## config.mk

```make
export PLATFORM = sky130hd
export DESIGN_NAME = eight_bit_io_port_pullup
export DESIGN_NICKNAME = d
export VERILOG_FILES = /design/src/design/io_port_pkg.sv /design/src/design/pin_ctrl_if.sv /design/src/design/pin_drive_stage.sv /design/src/design/eight_bit_io_port_pullup.sv
export SDC_FILE = /design/constraint.sdc
export NUM_CORES = 1
export LEC_CHECK = 0
export BUFFER_PORTS_ARGS = -buffer_cell sky130_fd_sc_hd__buf_4
export CAP_MARGIN = 20
export CELL_PAD_IN_SITES_DETAIL_PLACEMENT = 1
export CELL_PAD_IN_SITES_GLOBAL_PLACEMENT = 1
export CORE_MARGIN = 2
export CORE_UTILIZATION = 40
export CTS_CLUSTER_SIZE = 24
export DETAILED_ROUTE_END_ITERATION = 6
export GPL_TIMING_DRIVEN = 1
export PLACE_DENSITY = 0.9
export REMOVE_ABC_BUFFERS = 1
export SYNTH_ARGS = -nofsm -noshare
export SYNTH_HDL_FRONTEND = slang
export SYNTH_SLANG_ARGS = --single-unit
```

## constraint.sdc

```tcl
create_clock -name core_clk_i -period 4.55 [get_ports core_clk_i]
set_clock_uncertainty 0.05 [all_clocks]
set_input_delay 1.365 -clock core_clk_i [delete_from_list [all_inputs] [get_ports core_clk_i]]
set_output_delay 1.365 -clock core_clk_i [all_outputs]
set_load 0.01 [all_outputs]
```

## src/design/io_port_pkg.sv

```systemverilog
package io_port_pkg;

  localparam int unsigned PORT_W = 8;
  localparam int unsigned ADDR_W = 16;

  // register addresses
  localparam logic [ADDR_W-1:0] ADDR_OUTPUT_DATA = 16'hffd8;
  localparam logic [ADDR_W-1:0] ADDR_DIRECTION = 16'hffe8;
  localparam logic [ADDR_W-1:0] ADDR_PULLUP_ENABLE = 16'hffef;

  // reset and fixed read values
  localparam logic [PORT_W-1:0] RESET_OUTPUT_DATA = 8'h00;
  localparam logic [PORT_W-1:0] RESET_DIRECTION = 8'h00;
  localparam logic [PORT_W-1:0] RESET_PULLUP_ENABLE = 8'h00;
  localparam logic [PORT_W-1:0] DIRECTION_READ_VALUE = 8'hff;
  localparam logic [PORT_W-1:0] UNMAPPED_READ_VALUE = 8'h00;
  localparam logic [PORT_W-1:0] IDLE_READ_VALUE = 8'h00;
  localparam logic [PORT_W-1:0] ALL_RELEASED = 8'hff;
  localparam logic [PORT_W-1:0] ALL_LOW = 8'h00;

  // pins with extra consumers
  localparam int unsigned TIMER_B_PIN = 6;
  localparam int unsigned CONV_TRIG_PIN = 5;

  typedef enum logic [2:0] {
    MODE_ACTIVE = 3'b000,
    MODE_SUBACTIVE = 3'b001,
    MODE_SLEEP = 3'b010,
    MODE_SUBSLEEP = 3'b011,
    MODE_STANDBY = 3'b100,
    MODE_WATCH = 3'b101
  } power_mode_t;

endpackage

```

## src/design/pin_ctrl_if.sv

```systemverilog
`timescale 1ns/100ps
`default_nettype none
interface pin_ctrl_if;
  import io_port_pkg::*;

  logic [PORT_W-1:0] direction;
  logic [PORT_W-1:0] out_data;
  logic [PORT_W-1:0] pullup_en;
  logic hold;
  logic release_all;
  logic [PORT_W-1:0] pin_out;
  logic [PORT_W-1:0] pin_oe_n;
  logic [PORT_W-1:0] pullup_on;

  modport regs (
    output direction, out_data, pullup_en, hold, release_all,
    input pin_out, pin_oe_n, pullup_on
  );

  modport stage (
    input direction, out_data, pullup_en, hold, release_all,
    output pin_out, pin_oe_n, pullup_on
  );
endinterface
`default_nettype wire

```

## src/design/pin_drive_stage.sv

```systemverilog
`timescale 1ns/100ps
`default_nettype none
module pin_drive_stage
  import io_port_pkg::*;
(
  input wire logic core_clk_i,
  input wire logic sys_rst_i,
  pin_ctrl_if.stage ctl
);

  logic [PORT_W-1:0] oe_n_q;
  logic [PORT_W-1:0] oe_n_d;
  logic [PORT_W-1:0] out_q;
  logic [PORT_W-1:0] out_d;
  logic [PORT_W-1:0] pu_q;
  logic [PORT_W-1:0] pu_d;

  genvar i;
  generate
    for (i = 0; i < PORT_W; i++) begin : g_pin
      // sleep freezes the whole stage; standby floats the driver only
      assign oe_n_d[i] = ctl.hold ? oe_n_q[i] :
                         (ctl.release_all ? 1'b1 : ~ctl.direction[i]);
      assign out_d[i] = ctl.hold ? out_q[i] : ctl.out_data[i];
      // pull-up only on an input pin with its enable set
      assign pu_d[i] = ctl.hold ? pu_q[i] :
                       (~ctl.direction[i] & ctl.pullup_en[i]);
    end
  endgenerate

  always_ff @(posedge core_clk_i) begin
    if (sys_rst_i) begin
      oe_n_q <= ALL_RELEASED;
      out_q <= ALL_LOW;
      pu_q <= ALL_LOW;
    end else begin
      oe_n_q <= oe_n_d;
      out_q <= out_d;
      pu_q <= pu_d;
    end
  end

  assign ctl.pin_oe_n = oe_n_q;
  assign ctl.pin_out = out_q;
  assign ctl.pullup_on = pu_q;

endmodule // pin_drive_stage
`default_nettype wire

```

## src/design/eight_bit_io_port_pullup.sv

```systemverilog
// The strobed register port was decided locally.
`timescale 1ns/100ps
`default_nettype none
// Notes on behaviour
// - output data register, read/write, resets zero
// - direction 1: read returns stored data bit
// - direction 0: read returns sampled pin level
// - direction bit 1 drives pin, 0 inputs
// - direction register resets to all inputs
// - direction register write-only, reads all ones
// - pull-up on only for input with enable
// - clearing enable bit turns pull-up off
// - pull-up enable register read/write, resets zero
// - all pull-ups off right after reset
// - every pin feeds its interrupt line always
// - pin 6 also feeds timer input B
// - reset/standby/watch float, sleep/subsleep hold, else functional
module eight_bit_io_port_pullup
  import io_port_pkg::*;
(
  input wire logic core_clk_i,
  input wire logic sys_rst_i,
  input wire logic [ADDR_W-1:0] reg_addr_i,
  input wire logic [PORT_W-1:0] reg_wdata_i,
  input wire logic reg_wr_i,
  input wire logic reg_rd_i,
  output logic [PORT_W-1:0] reg_rdata_o,
  input wire logic [2:0] power_mode_i,
  input wire logic [PORT_W-1:0] port_pin_i,
  output logic [PORT_W-1:0] port_pin_o,
  output logic [PORT_W-1:0] port_pin_oe_n_o,
  output logic [PORT_W-1:0] pullup_on_o,
  output logic [PORT_W-1:0] external_interrupt_line_o,
  output logic timer_external_input_b_o,
  output logic converter_external_trigger_o
);

  logic [PORT_W-1:0] port_output_data_q;
  logic [PORT_W-1:0] port_direction_q;
  logic [PORT_W-1:0] port_pullup_enable_q;
  logic [PORT_W-1:0] rdata_q;
  logic [PORT_W-1:0] rdata_d;
  logic hold;
  logic release_all;
  power_mode_t mode;

  pin_ctrl_if ctl ();

  // address decode
  wire sel_data = (reg_addr_i == ADDR_OUTPUT_DATA);
  wire sel_dir = (reg_addr_i == ADDR_DIRECTION);
  wire sel_pull = (reg_addr_i == ADDR_PULLUP_ENABLE);
  wire wr_data = reg_wr_i & sel_data;
  wire wr_dir = reg_wr_i & sel_dir;
  wire wr_pull = reg_wr_i & sel_pull;

  // per-bit mux: driven pins read back the latch, not the pad,
  // so a loaded output cannot corrupt read-modify-write
  wire [PORT_W-1:0] port_read =
    (port_direction_q & port_output_data_q) |
    (~port_direction_q & port_pin_i);

  assign rdata_d = !reg_rd_i ? IDLE_READ_VALUE :
                   sel_data ? port_read :
                   sel_dir ? DIRECTION_READ_VALUE :
                   sel_pull ? port_pullup_enable_q :
                   UNMAPPED_READ_VALUE;

  always_ff @(posedge core_clk_i) begin
    if (sys_rst_i) begin
      port_output_data_q <= RESET_OUTPUT_DATA;
    end else if (wr_data) begin
      port_output_data_q <= reg_wdata_i;
    end
  end

  always_ff @(posedge core_clk_i) begin
    if (sys_rst_i) begin
      port_direction_q <= RESET_DIRECTION;
    end else if (wr_dir) begin
      port_direction_q <= reg_wdata_i;
    end
  end

  always_ff @(posedge core_clk_i) begin
    if (sys_rst_i) begin
      port_pullup_enable_q <= RESET_PULLUP_ENABLE;
    end else if (wr_pull) begin
      port_pullup_enable_q <= reg_wdata_i;
    end
  end

  // data stands only in the cycle after the read strobe
  always_ff @(posedge core_clk_i) begin
    if (sys_rst_i) begin
      rdata_q <= IDLE_READ_VALUE;
    end else begin
      rdata_q <= rdata_d;
    end
  end

  assign mode = power_mode_t'(power_mode_i);

  // unlisted mode codes fall back to normal operation
  always_comb begin
    hold = 1'b0;
    release_all = 1'b0;
    unique case (mode)
      MODE_ACTIVE, MODE_SUBACTIVE: begin
        hold = 1'b0;
      end
      MODE_SLEEP, MODE_SUBSLEEP: begin
        hold = 1'b1;
      end
      MODE_STANDBY, MODE_WATCH: begin
        release_all = 1'b1;
      end
      default: begin
        hold = 1'b0;
      end
    endcase
  end

  assign ctl.direction = port_direction_q;
  assign ctl.out_data = port_output_data_q;
  assign ctl.pullup_en = port_pullup_enable_q;
  assign ctl.hold = hold;
  assign ctl.release_all = release_all;

  pin_drive_stage u_stage (
    .core_clk_i (core_clk_i),
    .sys_rst_i (sys_rst_i),
    .ctl (ctl.stage)
  );

  assign reg_rdata_o = rdata_q;
  assign port_pin_o = ctl.pin_out;
  assign port_pin_oe_n_o = ctl.pin_oe_n;
  assign pullup_on_o = ctl.pullup_on;

  // inputs reach their consumers regardless of direction
  assign external_interrupt_line_o = port_pin_i;
  assign timer_external_input_b_o = port_pin_i[TIMER_B_PIN];
  assign converter_external_trigger_o = port_pin_i[CONV_TRIG_PIN];

  wire functional = (mode == MODE_ACTIVE) || (mode == MODE_SUBACTIVE);
  wire sleeping = (mode == MODE_SLEEP) || (mode == MODE_SUBSLEEP);
  wire parked = (mode == MODE_STANDBY) || (mode == MODE_WATCH);
endmodule // eight_bit_io_port_pullup
`default_nettype wire

```

Word level (Yosys, flattened, before mapping). Cells that the tools add are included.

Reductions and logical operators: 3. Eq/ne operators: 7. Bitwise gates (word level): 24. Muxes and demuxes: 13.

Operator list (number): $eq A16 B16 Y1 const B (3); $mux W8 (3); $and A8 B8 Y8 (2); $and A1 B1 Y1 (11); $mux W1 (10); $not A1 Y1 (9); $not A8 Y8 (1); $or A8 B8 Y8 (1); $eq A3 B2 Y1 const B (2); $eq A3 B3 Y1 const B (2); $reduce_or A2 Y1 (3).

Flip-flop bits (word level): 56. Word-level logic and storage cells: 54. Bits of input ports: 39.

Logic depth before layout (Yosys ltp).
Word-level depth: 4. Gate-level depth with buffers: 6. Mapped depth without buffers: 4.

Modules after synthesis. A second synthesis with hierarchy kept.

Cells, all modules: 235. Area, all modules: 2518.7 um^2.

By module, submodules not included: eight_bit_io_port_pullup (instances 1, sequential area each 640.6 um^2, cells each 147, area an instance 1632.8 um^2); pin_drive_stage (instances 1, sequential area each 480.5 um^2, cells each 88, area an instance 885.8 um^2).

Least setup slack after synthesis. Ideal clock, no wire load.

Path kind: input port to output port. Start: input port_pin_i[5]. End: output converter_external_trigger_o. Stages on the path: 1. Buffers on the path: 1. Slack: 1.651 ns. Arrival: 1.484 ns. Cells stage by stage: buf_4.

RTL lines: start: declaration (RTL line eight_bit_io_port_pullup.sv:29) `input wire logic [PORT_W-1:0] port_pin_i,`; end: declaration (RTL line eight_bit_io_port_pullup.sv:35) `output logic converter_external_trigger_o`.

No word-level cell between the ends.

Worst setup path in the final report.
Start: input port_pin_i[6]. End: output timer_external_input_b_o.

RTL lines: end: declaration (RTL line eight_bit_io_port_pullup.sv:34) `output logic timer_external_input_b_o,`.

No word-level cell between the ends.

==> metrics.txt <==
clk slew on worst S/H paths=0.10 ns; worst setup path category=in2out; Total Nets Final=357; FF/Latch Area=1120 µm²; IR drop worst, VDD=162 µV; DRC=0; Initial Util=41.3%; gr usage total=19.9%; FILL cells=698; htree depth=2; # setup viols final=0; clock sink count=56; DIE AREA=6750 µm²; crit path cell chain=buf_4 > buf_4; CP bufs+invs=2; Cell Area, Synth=2440 µm²; CTS Root Cell=clkbuf_8; clock period minus worst slack=3.04 ns; setup TNS=0 ns; RSZ-0062 raised after global routing=no; Setup Buffers After CTS=0; Via Count=2019; Num CTS Buffers=5; Setup crit end kind=primary output; multi-input combinational cell area=1190 µm²; post_cts resized=0; Final period util=66.7%; layout cell share with drive strength beyond 1=29.8%; RePlAce Congestion=0.730; 1st-iter DRT viols=57; Seq cells post-synth=56; crit path DAT=1.62 ns; Min-Delay Path Class=reg2reg; worst-margin pin slew=0.952 ns; most frequent cells in the layout=buf_4 (81), dfxtp_1 (56), nand2b_1 (42); Die Span Y=82.2 µm; vias in the first global route=2121; yosys warns=0; ANT cells=0; Max Root-Sink Buffers=2; slowest stage delay, CP=0.14 ns; cts hold-fix bufs=0; Startpoint Class=input port; area delta synth->final=27.0%; DRT antenna net count=0; number of port buffers=79; Critical Path RT=3.13 ns; initial antenna violation count=0; critical path's slowest cell=buf_4; worst-path fanout max=3; io pins=81; clk_lat worst skew=0.30 ns; first-pass GRT wire length=10300 µm; count of pins over their slew limit=0; most common cell after layout, fill and taps aside=buf_4; Syn Area/Cell=9.66 µm²; total wire length=6370 µm; Die Span X=82.2 µm; hpwl dp=4600 µm; status=finished, final reports clean; Static Leakage=0.00127 µW; most frequent CP cell=buf_4; Via density=5.12; Power Density=273 nW/µm²; count of cell types in the netlist=31; sequential fraction of the synthesis area=45.9%; Pre-antenna DRT Iters=4; CP top delay family=buffers and inverters; hold slack=0.409 ns; final-report hold violation count=0; pin count of the biggest net entering global routing=58; CORE AREA=5920 µm²; Max-cap violations=0; fmax=0.329 GHz; TritonCTS clock tree=yes; Row Count=28; Mapped Cells=253; wire length per cell=16.2 µm; total power=847 µW; Relative slew margins=36.1%; grt total ovfl=0
==> Yosys cell counts, drive strengths merged <==
cell     count  share of area, %
buf         13               4.0
clkbuf      10               1.5
o21ai        8               1.6
nor4         1              0.87
a2111oi      1              0.36
dfxtp       56                46
a21oi       16               3.3
a221oi       6               2.1
nand4b       3               1.7
and4         1              0.36
or3          1              0.26
nand2       34               5.3
nor3         2              0.87
xnor2        1              0.36
mux2i       32                13
nand4        1              0.26
nor2b        1              0.26
a31oi        2              0.51
nand3b       8               2.5
a211oi       2              0.61
nand3        9               2.4
nand4bb      1              0.46
nand2b      42                11
or2          1              0.36
a211o        1              0.36
==> cells by family after synthesis <==
group,Yosys count,synth area share [%]
DFF,56,45.9
muxes,32,13.1
buffers and inverters,23,5.53
AOI/OAI and AO/OA,36,8.90
xor gates and xnor gates,1,0.358
and+or+nand+nor,105,26.3
==> registers in the layout, indices dropped and copies added, names as in the netlist <==
register and cells:
u_stage.ctl.pin_oe_n 8, ctl.direction 8, u_stage.ctl.pin_out 8, ctl.pullup_en 8, u_stage.ctl.pullup_on 8, ctl.out_data 8
reg_rdata_o 8
==> worst paths after layout <==
| path | slack, ns | from | depth (start not counted) | end |
|---|---|---|---|---|
| worst min register to register | 0.41 | u_stage.ctl.pullup_on[0] | 2 | u_stage.ctl.pullup_on[0] |
| worst max-delay path | 1.51 | port_pin_i[6] | 2 | timer_external_input_b_o |
| worst max register to register | 3.54 | ctl.pullup_en[0] | 2 | reg_rdata_o[0] |
| worst min-delay path | 0.41 | u_stage.ctl.pullup_on[0] | 2 | u_stage.ctl.pullup_on[0] |
==> metrics by stage <==
stage               setup WS [ns]  util [%]  area (µm²)  instances
global route                 1.51      52.4        3100        394
finish                       1.51      52.4        3100        394
floorplan                    1.77         -        2310        230
CTS                          1.51      52.4        3100        394
detailed placement           1.41      50.9        3010        386
global placement             1.43      50.9        3010        386
==> layout make-up <==
cell class	instances	share of cell area, %
repair buffers	81	19.6
clock buffers	6	2.66
flip-flops and latches	56	36.1
well taps	75	3.02
multi-input cells	174	38.3
clock inverters	2	0.322
==> metal layers <==
layer | track usage, % | up-vias | part of all wire, %
li1 | - | 994 | -
met1 | 22.6 | 978 | 42
met2 | 38.0 | 40 | 54
met3 | 3.70 | 7 | 3.0
met4 | 4.33 | 0 | 0.82
met5 | 0 | - | 0
==> where the power goes <==
part / internal [µW] / total [µW] / switching, µW
registers: 490 / 490 / 0.00229
logic: 37.3 / 74.9 / 37.6
clock network: 122 / 283 / 161
total: 649 / 847 / 198
==> worst register-to-register path, stage by stage (launching register included) <==
cell	delay, ns
dfxtp_1	0.38
nand3_1	0.10
a221oi_1	0.37
Power figures use the tool's default switching activity.
